## src/tss_pkg.sv

```systemverilog
// constants, register map and step encodings of the trigger step sequencer
package tss_pkg;
  // widths and sizes
  localparam int DATA_W       = 32;
  localparam int REG_W        = 16;
  localparam int PTR_W        = 5;
  localparam int QUEUE_DEPTH  = 32;
  localparam int QUEUE_WORDS  = 8;
  localparam int TRIG_IN_W    = 16;
  localparam int TRIG_OUT_W   = 32;
  localparam int IRQ_W        = 16;
  localparam int OFS_W        = 8;

  // register byte offsets
  localparam logic [OFS_W-1:0] OFS_CTRL   = 8'h00;
  localparam logic [OFS_W-1:0] OFS_STATUS = 8'h04;
  localparam logic [OFS_W-1:0] OFS_ADJ    = 8'h08;
  localparam logic [OFS_W-1:0] OFS_HOLD   = 8'h0c;
  localparam logic [OFS_W-1:0] OFS_QPTR   = 8'h10;
  localparam logic [OFS_W-1:0] OFS_CNT_A  = 8'h14;
  localparam logic [OFS_W-1:0] OFS_LIM_A  = 8'h18;
  localparam logic [OFS_W-1:0] OFS_CNT_B  = 8'h1c;
  localparam logic [OFS_W-1:0] OFS_LIM_B  = 8'h20;
  localparam logic [OFS_W-1:0] OFS_ADCSEL = 8'h24;
  localparam logic [OFS_W-1:0] OFS_QUEUE  = 8'h40;
  localparam logic [2:0]       QUEUE_PAGE = 3'h2;

  // field positions
  localparam int CTRL_RUN_BIT  = 0;
  localparam int STAT_BUSY_BIT = 0;
  localparam int STAT_WAIT_BIT = 1;
  localparam int STAT_PTR_LSB  = 8;

  // reset values
  localparam logic [REG_W-1:0] RST_REG   = 16'h0000;
  localparam logic [PTR_W-1:0] RST_PTR   = 5'h00;
  localparam logic [7:0]       RST_STEP  = 8'h00;
  localparam logic [DATA_W-1:0] RD_ZERO  = 32'h0000_0000;

  // command nibbles and three-bit prefixes
  localparam logic [3:0] CMD_CONTROL   = 4'h0;
  localparam logic [3:0] CMD_ADD_COPY  = 4'h1;
  localparam logic [3:0] CMD_WAIT_RISE = 4'h4;
  localparam logic [3:0] CMD_WAIT_FALL = 4'h5;
  localparam logic [3:0] CMD_RESERVED  = 4'h6;
  localparam logic [3:0] CMD_IRQ       = 4'h7;
  localparam logic [2:0] PFX_STROBE    = 3'h1;
  localparam logic [2:0] PFX_TRIG      = 3'h4;
  localparam logic [2:0] PFX_JUMP      = 3'h5;
  localparam logic [2:0] PFX_LOOP_A    = 3'h6;
  localparam logic [2:0] PFX_LOOP_B    = 3'h7;

  // control options and add/copy targets
  localparam logic [3:0] OPT_CTRL_HALT  = 4'h1;
  localparam logic [3:0] OPT_CTRL_CLR_A = 4'h2;
  localparam logic [3:0] OPT_CTRL_CLR_B = 4'h3;
  localparam logic [2:0] TGT_LIM_A      = 3'h0;
  localparam logic [2:0] TGT_LIM_B      = 3'h1;
  localparam logic [2:0] TGT_CNT_A      = 3'h2;
  localparam logic [2:0] TGT_CNT_B      = 3'h3;

  typedef enum logic [1:0] {ST_IDLE, ST_EXEC, ST_WAIT} tss_state_t;
endpackage : tss_pkg

```

## src/tss_top.sv

```systemverilog
// trigger step sequencer: ahb-lite registers, step queue and step executor
// Operation
// - a step with command nibble 0000 performs the control action named by its option nibble.
// - command 0001 adds the adjust register to the target register picked by the option.
// - the copy form of command 0001 moves the hold register into the target register picked by the option.
// - commands 001x write the five-bit value of command bit 0 and option into the adc positive input select.
// - command 0100 stalls until the selected trigger input rises; the source must supply that edge.
// - command 0101 stalls until the selected trigger input falls; the source must supply that edge.
// - command 0111 pulses the one interrupt request line named by the option.
// - commands 100x pulse the one trigger output named by command bit 0 and option.
// - commands 101x load the queue pointer with the five-bit target and continue there.
// - commands 110x only advance when loop counter a equals its limit, else count it up and jump.
// - commands 111x only advance when loop counter b equals its limit, else count it up and jump.
// - command 0110 and reserved options consume a step and change nothing else.
module tss_top
  import tss_pkg::*;
(
  // clock and reset
  input  wire logic                  REF_CLK,
  input  wire logic                  SRST,
  // ahb-lite slave
  input  wire logic                  HSEL,
  input  wire logic [DATA_W-1:0]     HADDR,
  input  wire logic [1:0]            HTRANS,
  input  wire logic                  HWRITE,
  input  wire logic [2:0]            HSIZE,
  input  wire logic [DATA_W-1:0]     HWDATA,
  input  wire logic                  HREADY,
  output logic      [DATA_W-1:0]     HRDATA,
  output logic                       HREADYOUT,
  output logic                       HRESP,
  // peripheral side
  input  wire logic [TRIG_IN_W-1:0]  TRIG_IN,
  output logic      [TRIG_OUT_W-1:0] TRIG_OUT,
  output logic      [IRQ_W-1:0]      IRQ_OUT,
  output logic      [4:0]            ADC_POS_SEL
);

  tss_state_t             state_ff, nxt_state;
  logic                   run_ff, nxt_run;
  logic [PTR_W-1:0]       qptr_ff, nxt_qptr;
  logic [REG_W-1:0]       adj_ff, hold_ff;
  logic [REG_W-1:0]       cnt_a_ff, nxt_cnt_a, lim_a_ff, nxt_lim_a;
  logic [REG_W-1:0]       cnt_b_ff, nxt_cnt_b, lim_b_ff, nxt_lim_b;
  logic [4:0]             adc_sel_ff, nxt_adc_sel;
  logic [7:0]             queue_ff [QUEUE_DEPTH];
  logic [TRIG_IN_W-1:0]   trig_prev_ff;
  logic [TRIG_OUT_W-1:0]  trig_ff;
  logic [IRQ_W-1:0]       irq_ff;
  logic                   ph_wr_ff;
  logic [OFS_W-1:0]       ph_ofs_ff;
  logic [DATA_W-1:0]      rdata_ff;

  // bus address phase and data-phase write strobes
  wire              bus_take = HSEL & HTRANS[1] & HREADY;
  wire [OFS_W-1:0]  rd_ofs   = HADDR[OFS_W-1:0];
  wire              idle     = (state_ff == ST_IDLE);
  wire              wr_ctrl  = ph_wr_ff && (ph_ofs_ff == OFS_CTRL);
  wire              wr_adj   = ph_wr_ff && (ph_ofs_ff == OFS_ADJ);
  wire              wr_hold  = ph_wr_ff && (ph_ofs_ff == OFS_HOLD);
  wire              wr_qptr  = ph_wr_ff && (ph_ofs_ff == OFS_QPTR) && idle;
  wire              wr_cnt_a = ph_wr_ff && (ph_ofs_ff == OFS_CNT_A) && idle;
  wire              wr_lim_a = ph_wr_ff && (ph_ofs_ff == OFS_LIM_A);
  wire              wr_cnt_b = ph_wr_ff && (ph_ofs_ff == OFS_CNT_B) && idle;
  wire              wr_lim_b = ph_wr_ff && (ph_ofs_ff == OFS_LIM_B);
  wire              wr_adc   = ph_wr_ff && (ph_ofs_ff == OFS_ADCSEL);
  wire [REG_W-1:0]  wdata16  = HWDATA[REG_W-1:0];

  // step fetch and decode
  wire [7:0]        step_byte  = queue_ff[qptr_ff];
  wire [3:0]        cmd        = step_byte[7:4];
  wire [3:0]        opt        = step_byte[3:0];
  wire [4:0]        target5    = {cmd[0], opt};
  wire              exec       = (state_ff == ST_EXEC) && run_ff;
  wire              is_ctrl    = (cmd == CMD_CONTROL);
  wire              is_addcopy = (cmd == CMD_ADD_COPY);
  wire              is_copy    = is_addcopy && opt[3];
  wire              is_add     = is_addcopy && !opt[3];
  wire [2:0]        tgt        = opt[2:0];
  wire              is_strobe  = (cmd[3:1] == PFX_STROBE);
  wire              is_wait    = (cmd == CMD_WAIT_RISE) || (cmd == CMD_WAIT_FALL);
  wire              is_irq     = (cmd == CMD_IRQ);
  wire              is_trig    = (cmd[3:1] == PFX_TRIG);
  wire              is_jump    = (cmd[3:1] == PFX_JUMP);
  wire              is_loop_a  = (cmd[3:1] == PFX_LOOP_A);
  wire              is_loop_b  = (cmd[3:1] == PFX_LOOP_B);
  wire              loop_a_go  = is_loop_a && (cnt_a_ff != lim_a_ff);
  wire              loop_b_go  = is_loop_b && (cnt_b_ff != lim_b_ff);
  wire              jump_taken = is_jump || loop_a_go || loop_b_go;
  wire              ctrl_halt  = exec && is_ctrl && (opt == OPT_CTRL_HALT);

  // edge detection on the selected trigger input while stalled
  wire [TRIG_IN_W-1:0] rise_vec = TRIG_IN & ~trig_prev_ff;
  wire [TRIG_IN_W-1:0] fall_vec = ~TRIG_IN & trig_prev_ff;
  wire              wait_rise  = (cmd == CMD_WAIT_RISE);
  wire              in_wait    = (state_ff == ST_WAIT) && run_ff;
  wire              wait_hit   = in_wait && (wait_rise ? rise_vec[opt] : fall_vec[opt]);
  wire              step_done  = (exec && !is_wait && !jump_taken) || wait_hit;

  // add and copy write targets
  wire [REG_W-1:0]  src_val    = is_copy ? hold_ff : adj_ff;
  wire              ac_go      = exec && is_addcopy;
  wire              ac_lim_a   = ac_go && (tgt == TGT_LIM_A);
  wire              ac_lim_b   = ac_go && (tgt == TGT_LIM_B);
  wire              ac_cnt_a   = ac_go && (tgt == TGT_CNT_A);
  wire              ac_cnt_b   = ac_go && (tgt == TGT_CNT_B);

  // run flag: software write beats the halt step
  assign nxt_run = wr_ctrl ? HWDATA[CTRL_RUN_BIT] : (ctrl_halt ? 1'b0 : run_ff);

  // queue pointer: taken jumps load the target, finished steps step on
  assign nxt_qptr = wr_qptr ? HWDATA[PTR_W-1:0] :
                    (exec && jump_taken) ? target5 :
                    step_done ? PTR_W'(qptr_ff + 5'h01) :
                    qptr_ff;

  // loop counters: clear, count, add or copy
  assign nxt_cnt_a = wr_cnt_a ? wdata16 :
                     (exec && is_ctrl && (opt == OPT_CTRL_CLR_A)) ? RST_REG :
                     (exec && loop_a_go) ? REG_W'(cnt_a_ff + 16'h0001) :
                     ac_cnt_a ? (is_copy ? src_val : REG_W'(cnt_a_ff + src_val)) :
                     cnt_a_ff;
  assign nxt_cnt_b = wr_cnt_b ? wdata16 :
                     (exec && is_ctrl && (opt == OPT_CTRL_CLR_B)) ? RST_REG :
                     (exec && loop_b_go) ? REG_W'(cnt_b_ff + 16'h0001) :
                     ac_cnt_b ? (is_copy ? src_val : REG_W'(cnt_b_ff + src_val)) :
                     cnt_b_ff;

  // loop limits: software or add/copy steps
  assign nxt_lim_a = ac_lim_a ? (is_copy ? src_val : REG_W'(lim_a_ff + src_val)) :
                     wr_lim_a ? wdata16 : lim_a_ff;
  assign nxt_lim_b = ac_lim_b ? (is_copy ? src_val : REG_W'(lim_b_ff + src_val)) :
                     wr_lim_b ? wdata16 : lim_b_ff;

  // adc positive input select
  assign nxt_adc_sel = (exec && is_strobe) ? target5 :
                       wr_adc ? HWDATA[4:0] : adc_sel_ff;

  // sequencer state
  always_comb begin
    nxt_state = state_ff;
    unique case (state_ff)
      ST_IDLE: begin
        if (run_ff) nxt_state = ST_EXEC;
      end
      ST_EXEC: begin
        if (!run_ff || ctrl_halt) nxt_state = ST_IDLE;
        else if (is_wait) nxt_state = ST_WAIT;
      end
      ST_WAIT: begin
        if (!run_ff) nxt_state = ST_IDLE;
        else if (wait_hit) nxt_state = ST_EXEC;
      end
    endcase
  end

  // executor registers
  always_ff @(posedge REF_CLK) begin
    if (SRST) begin
      state_ff     <= ST_IDLE;
      run_ff       <= 1'b0;
      qptr_ff      <= RST_PTR;
      cnt_a_ff     <= RST_REG;
      cnt_b_ff     <= RST_REG;
      lim_a_ff     <= RST_REG;
      lim_b_ff     <= RST_REG;
      adj_ff       <= RST_REG;
      hold_ff      <= RST_REG;
      adc_sel_ff   <= 5'h00;
      trig_prev_ff <= {TRIG_IN_W{1'b0}};
    end else begin
      state_ff     <= nxt_state;
      run_ff       <= nxt_run;
      qptr_ff      <= nxt_qptr;
      cnt_a_ff     <= nxt_cnt_a;
      cnt_b_ff     <= nxt_cnt_b;
      lim_a_ff     <= nxt_lim_a;
      lim_b_ff     <= nxt_lim_b;
      adj_ff       <= wr_adj ? wdata16 : adj_ff;
      hold_ff      <= wr_hold ? wdata16 : hold_ff;
      adc_sel_ff   <= nxt_adc_sel;
      trig_prev_ff <= TRIG_IN;
    end
  end

  // one-cycle trigger pulses, one flop per output line
  for (genvar g = 0; g < TRIG_OUT_W; g++) begin : g_trig
    always_ff @(posedge REF_CLK) begin
      if (SRST) trig_ff[g] <= 1'b0;
      else trig_ff[g] <= exec && is_trig && (target5 == 5'(g));
    end
  end

  // one-cycle interrupt request pulses
  for (genvar g = 0; g < IRQ_W; g++) begin : g_irq
    always_ff @(posedge REF_CLK) begin
      if (SRST) irq_ff[g] <= 1'b0;
      else irq_ff[g] <= exec && is_irq && (opt == 4'(g));
    end
  end

  // step queue, four bytes per word, lowest byte in the low lane
  for (genvar g = 0; g < QUEUE_WORDS; g++) begin : g_queue
    wire wr_word = ph_wr_ff && (ph_ofs_ff == OFS_W'(OFS_QUEUE + 4 * g));
    always_ff @(posedge REF_CLK) begin
      if (SRST) begin
        queue_ff[4*g]   <= RST_STEP;
        queue_ff[4*g+1] <= RST_STEP;
        queue_ff[4*g+2] <= RST_STEP;
        queue_ff[4*g+3] <= RST_STEP;
      end else if (wr_word) begin
        queue_ff[4*g]   <= HWDATA[7:0];
        queue_ff[4*g+1] <= HWDATA[15:8];
        queue_ff[4*g+2] <= HWDATA[23:16];
        queue_ff[4*g+3] <= HWDATA[31:24];
      end
    end
  end

  // read selection during the address phase
  wire [4:0]        q_base  = {rd_ofs[4:2], 2'b00};
  wire [DATA_W-1:0] q_word  = {queue_ff[q_base + 5'd3], queue_ff[q_base + 5'd2],
                               queue_ff[q_base + 5'd1], queue_ff[q_base]};
  wire [DATA_W-1:0] status  = {16'h0000, 3'b000, qptr_ff, 6'b000000,
                               (state_ff == ST_WAIT), !idle};
  wire [DATA_W-1:0] rd_word =
      (rd_ofs[7:5] == QUEUE_PAGE) ? q_word :
      (rd_ofs == OFS_CTRL)   ? {31'h0000_0000, run_ff} :
      (rd_ofs == OFS_STATUS) ? status :
      (rd_ofs == OFS_ADJ)    ? {16'h0000, adj_ff} :
      (rd_ofs == OFS_HOLD)   ? {16'h0000, hold_ff} :
      (rd_ofs == OFS_QPTR)   ? {27'h000_0000, qptr_ff} :
      (rd_ofs == OFS_CNT_A)  ? {16'h0000, cnt_a_ff} :
      (rd_ofs == OFS_LIM_A)  ? {16'h0000, lim_a_ff} :
      (rd_ofs == OFS_CNT_B)  ? {16'h0000, cnt_b_ff} :
      (rd_ofs == OFS_LIM_B)  ? {16'h0000, lim_b_ff} :
      (rd_ofs == OFS_ADCSEL) ? {27'h000_0000, adc_sel_ff} : RD_ZERO;

  // ahb data phase capture; zero wait states, always okay
  always_ff @(posedge REF_CLK) begin
    if (SRST) begin
      ph_wr_ff  <= 1'b0;
      ph_ofs_ff <= {OFS_W{1'b0}};
      rdata_ff  <= RD_ZERO;
    end else begin
      ph_wr_ff  <= bus_take && HWRITE;
      ph_ofs_ff <= bus_take ? rd_ofs : ph_ofs_ff;
      rdata_ff  <= (bus_take && !HWRITE) ? rd_word : RD_ZERO;
    end
  end

  // outputs
  assign HRDATA      = rdata_ff;
  assign HREADYOUT   = 1'b1;
  assign HRESP       = 1'b0;
  assign TRIG_OUT    = trig_ff;
  assign IRQ_OUT     = irq_ff;
  assign ADC_POS_SEL = adc_sel_ff;
endmodule : tss_top

```

## config.mk

```make
export PLATFORM = sky130hd
export DESIGN_NAME = tss_top
export DESIGN_NICKNAME = d
export VERILOG_FILES = /design/src/tss_pkg.sv /design/src/tss_top.sv
export SDC_FILE = /design/constraint.sdc
export NUM_CORES = 1
export LEC_CHECK = 0
export ABC_AREA = 1
export ABC_CLOCK_PERIOD_IN_PS = 5750
export CAP_MARGIN = 20
export CORE_UTILIZATION = 45
export CTS_BUF_LIST = sky130_fd_sc_hd__clkbuf_8
export DETAILED_ROUTE_END_ITERATION = 6
export DONT_BUFFER_PORTS = 1
export GPL_TIMING_DRIVEN = 0
export PLACE_DENSITY_LB_ADDON = 0.12
export SLEW_MARGIN = 40
export SYNTH_ARGS = -nofsm -noshare
export SYNTH_HDL_FRONTEND = slang
export SYNTH_SLANG_ARGS = --single-unit
export TNS_END_PERCENT = 5
```

## constraint.sdc

```tcl
create_clock -name REF_CLK -period 5.75 [get_ports REF_CLK]
set_input_delay 1.15 -clock REF_CLK [delete_from_list [all_inputs] [get_ports REF_CLK]]
set_output_delay 1.15 -clock REF_CLK [all_outputs]
set_load 0.1 [all_outputs]
```

* After elaboration in Yosys (flattened, before gate mapping)
Memories as Yosys holds them, arrays and structs flattened. A register that Yosys moved wholly into a read port is not among the register bits. Cells that the tools add are included. Widths: inputs -> output; s select.
Word-level totals: word-level logic and storage cells 429, register bits 214, RAM bits 256, memories kept 1, output and inout port bits 87, input port bits 90
Operators by class: magnitude comparators 1, add/subtract/negate cells 10, muxes and demuxes 106, bitwise logic cells 39, equality and inequality tests 91, reductions and logical operators 119
Memory list:
- queue_ff | depth 32, width 8, rd ports 5, clocked after Yosys merged registers in 1, wr ports 32, RTL line tss_top.sv:46 | logic [7:0] queue_ff [QUEUE_DEPTH];
Operators with widths (count):
- $mux 16 | 26
- $mux 8 | 32
- $logic_and 1x1->1 | 93
- $eq 5x5->1 const B | 16
- $add 16x16->16 | 4
- $eq 8x5->1 const B | 8
- $eq 8x7->1 const B | 8
- $eq 5x4->1 const B | 8
- $mux 5 | 8
- $add 16x1->16 const B | 2
- $and 16x16->16 | 2
- $eq 4x4->1 const B | 8
- $eq 8x4->1 const B | 4
- $eq 8x6->1 const B | 4
- $mux 32 | 1
- $ne 16x16->1 | 2
- $not 16->16 | 2
- $or 1x1->1 | 32
- $mux 1 | 31
- $eq 4x3->1 const B | 7
- $eq 5x3->1 const B | 4
- $logic_not 8->1 | 2
- $eq 3x3->1 const B | 4
- $add 5x1->5 const B | 2
- other kinds (30) | 56

* Longest topological paths before layout
depth after elaboration 12, depth in mapped cells 36, gate-level depth less buffers 33

* Least setup slack after synthesis
OpenSTA, ideal clock, no wires.
kind register -> register, start register with a tool-made name, end register lim_a_ff[15], setup time 120 ps, period minus slack after synthesis 4116 ps, path buffers 5, data arrival time 3997 ps, cell stages (with the launch flop) 34, data required time 5630 ps, slack 1634 ps, cell sequence dfxtp_1 -> buf_4 -> inv_4 -> buf_6 -> buf_4 -> nand2_1 -> nand3_1 -> nand3_1 -> nand2_1 -> nand2_1 -> nand2_1 -> nand2_1 -> nand2_2 -> nand2_1 -> nor2_2 -> nand2_2 -> clkbuf_1 -> buf_2 -> nand2_1 -> nand2_1 -> ha_1 -> nand3_1 -> nand2_1 -> a21oi_1 -> o21ai_0 -> a21boi_0 -> o21ai_0 -> nand2_1 -> o21ai_0 -> nand3_1 -> nand3_1 -> nand2_1 -> nand2_1 -> a21oi_1
RTL lines:
- end signal: assignment | RTL line tss_top.sv:177 | lim_a_ff <= nxt_lim_a;
- end: declaration | RTL line tss_top.sv:43 | logic [REG_W-1:0] cnt_a_ff, nxt_cnt_a, lim_a_ff, nxt_lim_a;

==> impl_metrics.json <==
{
  "grt_pass1_vias": 25850,
  "setup_violations": 0,
  "async_flop_share_pct": 0,
  "ys_ff_latch": 475,
  "synth_top_area_share_pct": 28.39,
  "vdd_drop_max_v": 0.0001952,
  "hold_buffers": 0,
  "skew_ns": 0.05184,
  "critPathCaptureType": "flop",
  "yosysWarnings": 0,
  "max_stage_delay_ns": 0.38,
  "final-seq-area_mm2": 0.01218,
  "synth-edff-count": 256,
  "synth_top_flop_cell": "edfxtp_1",
  "ys_top_cells_by_area": "edfxtp_1, dfxtp_1, nand2_1",
  "firstDrtPassIters": 7,
  "p_leak_nw": 12.58,
  "cts_buffer_depth": 3,
  "wire_per_inst_um": 29.48,
  "netlist_instances": 3519,
  "start_util_pct": 45.71,
  "path_clk_slew_ns": 0.07,
  "io_pins": 177,
  "timing.rr.end": "cnt_b_ff[13]",
  "grt_max_degree": 24,
  "place_hpwl_um": 98830,
  "r2r_setup_slack_ns": 0.28,
  "cts_buffers": 85,
  "numPortBuffers": 0,
  "cts_max_level": 3,
  "synth.avg_cell_area_um2": 7.695,
  "ys_types": 57,
  "relSlewSlack_pct": 37.04,
  "pre_cts_slack_ns": -0.7044,
  "finalHoldViolCount": 0,
  "status": "finished with violations",
  "grt_usage_pct": 42.26,
  "area_growth_pct": 12.20,
  "post-route-util_pct": 51.29,
  "grt_pass1_wl_um": 183200,
  "cts_tree": "done",
  "gp_congestion": 1.075,
  "core-area_mm2": 0.05924,
  "clock-sinks": 475,
  "yosysTopAreaCell": "edfxtp_1",
  "cts_root_buf": "clkbuf_8",
  "slowest_stage": "ha_1",
  "cp.arrival_ns": 6.10,
  "rows": 89,
  "final_antenna_net_count": 0,
  "vias": 28350,
  "final_max_slew_viol_count": 0,
  "hp-start": "ph_ofs_ff[1]",
  "cp_max_fo": 10,
  "layout-drive-gt1-share_pct": 11.39,
  "powerDensity_mw_per_mm2": 258.1,
  "die-height_um": 247.3,
  "max_freq_mhz": 182.9,
  "grt-ovfl-total": 0,
  "required_ns": 6.38,
  "first_iter_violations": 4780,
  "violations": "DRC",
  "wl_um": 131500,
  "die_x_um": 247.3,
  "final_nets": 3783,
  "drc_errors": 28,
  "rr_worst_depth": 31,
  "cts_setup_buffers": 0,
  "netlist_area_mm2": 0.02708,
  "cpMostUsedCell": "nand2_1",
  "synth_nets": 3683,
  "max_cap_viol_count": 0,
  "hp-class": "flop to flop",
  "fin_crit_sh_pct": 95.07,
  "vias_per_cell": 6.355,
  "period_needed_ns": 5.467,
  "clk_latency_ns": 0.73,
  "critPathKind": "flop to flop",
  "rsz0062_at_grt": "no",
  "final.setup.worst_slack_ns": 0.2835,
  "min_path_cells": 2,
  "min_to": "ph_ofs_ff[1]",
  "multiInputGateArea_mm2": 0.01331,
  "die-area_mm2": 0.06116,
  "power_mw": 7.843,
  "tightest_slew_ns": 0.9444,
  "fillers": 5826,
  "synth_seq_area_share_pct": 44.58,
  "worstSetupStartpointType": "flop",
  "antenna_found_initial": 5
}
-- cells in the final DEF (no fill, tap or decap), types with 85 or more instances in the layout --
| master | count |
|---|---|
| clkbuf_8 | 102 |
| nand3_1 | 372 |
| dfxtp_1 | 134 |
| edfxtp_1 | 256 |
| o21ai_0 | 172 |
| nor2_1 | 417 |
| a21oi_1 | 223 |
| nand2_1 | 851 |
| inv_1 | 244 |
| clkbuf_1 | 97 |
| dfxtp_2 | 85 |
-- final cells by class --
class / count / area share, %
Timing Repair Buffer: 13 / 0.6671
Clock buffer: 102 / 4.621
Antenna cell: 2 / 0.01647
Clock inverter: 52 / 1.310
Sequential cell: 475 / 40.08
Buffer: 192 / 3.224
Inverter: 249 / 3.093
Tap cell: 773 / 3.183
Multi-Input combinational cell: 2603 / 43.80
-- kinds of logic (layout without fill, tap and decap cells) --
family                     count (synthesis)  in the layout  synth area share [%]
AOI/OAI and AO/OA                        668            668                 14.82
xor gates and xnor gates                  77             77                 2.491
adders and majority gates                 74             74                 3.530
buffers and inverters                    441            608                 6.903
DFF                                      475            475                 44.58
other                                      2              4               0.02773
and+or+nand+nor                         1782           1782                 27.65
-- stage by stage --
stage | TNS (ns) | hold slack, ns | instance area [um2] | std cells
global route | 0 | 0.4904 | 30380 | 4460
CTS | 0 | 0.4682 | 30280 | 4459
detailed placement | -6.665 | 0.4595 | 28470 | 4305
floorplan | 0 | 0.4447 | 27080 | 3519
finish | 0 | 0.4679 | 30380 | 4461
global placement | -48.84 | 0.4507 | 28050 | 4292
-- critical path, delay by kind of cell (launching register included) --
kind / cells / cell delay (ns)
AOI/OAI and AO/OA: 5 / 0.92
xor gates and xnor gates: 1 / 0.14
adders and majority gates: 1 / 0.38
buffers and inverters: 5 / 1.08
DFF: 1 / 0.35
and+or+nand+nor: 19 / 2.50
-- what timing repair did --
action	4_1_cts	5_1_grt
pin swaps	0	1
endpoints found under the setup margin	28	32
endpoints found under the hold margin	0	0
gates resized for setup	13	30
-- worst max path at each step --
stage | cells past startpoint | slack (ns) | endpoint
finish | 31 | 0.28 | cnt_b_ff[13]
global route | 35 | 0.05 | lim_b_ff[12]
CTS | 32 | 0.004 | lim_a_ff[15]
detailed placement | 32 | -0.70 | lim_a_ff[15]
global placement | 5 | -1.32 | queue_ff[16][5]
floorplan | 33 | 1.63 | lim_a_ff[15]
-- report_power, final --
part / switching, mW / leakage, nW / internal, mW
registers: 0.0661 / 4.45 / 3.65
logic: 0.516 / 7.11 / 0.154
clock network: 1.61 / 1.02 / 1.85
total: 2.19 / 12.6 / 5.65
-- flip-flops by register name, summed over array words and instances, names as in the netlist, 2 cells and up, named ones only --
register and flops:
queue_ff 256, state_ff 2, cnt_b_ff 16, qptr_ff 5, ADC_POS_SEL 5, HRDATA 32
lim_b_ff 16, TRIG_OUT 32, lim_a_ff 16, ph_ofs_ff 8, adj_ff 16, IRQ_OUT 16
cnt_a_ff 16, hold_ff 16, trig_prev_ff 16
-- cell usage after synthesis, types with 3 or more instances --
cell type,count
nand2_1,864
nor2_1,420
nand3_1,372
edfxtp_1,256
a21oi_1,224
dfxtp_1,219
inv_1,217
o21ai_0,184
clkbuf_1,118
a22oi_1,80
ha_1,70
o211ai_1,47
nor3_1,41
xor2_1,40
xnor2_1,37
buf_2,33
a31oi_1,30
a211oi_1,29
nand4_1,29
buf_4,19
inv_2,19
o2111ai_1,18
or2_2,18
buf_6,13
nand2_2,13
clkinv_1,12
a311oi_1,9
buf_1,8
nor4_1,6
o21ai_1,6
a221oi_1,5
a31o_2,5
nor2_2,5
o21bai_1,5
a21o_1,4
a22o_1,4
fa_1,4
o31ai_1,4
a21boi_0,3
nand3_2,3
nor2_4,3
o221ai_1,3
o22ai_1,3
-- per-layer routing --
metal  vias up  global-route usage, %  share of wire (%)
met1     13580                  62.03                 42
met4         4                  15.41                3.8
li1      12220                      -                  -
met3       330                  12.42                 15
met2      2220                  57.87                 39
met5         -                      0              0.017
No activity file was read; power rests on OpenSTA's default activity.
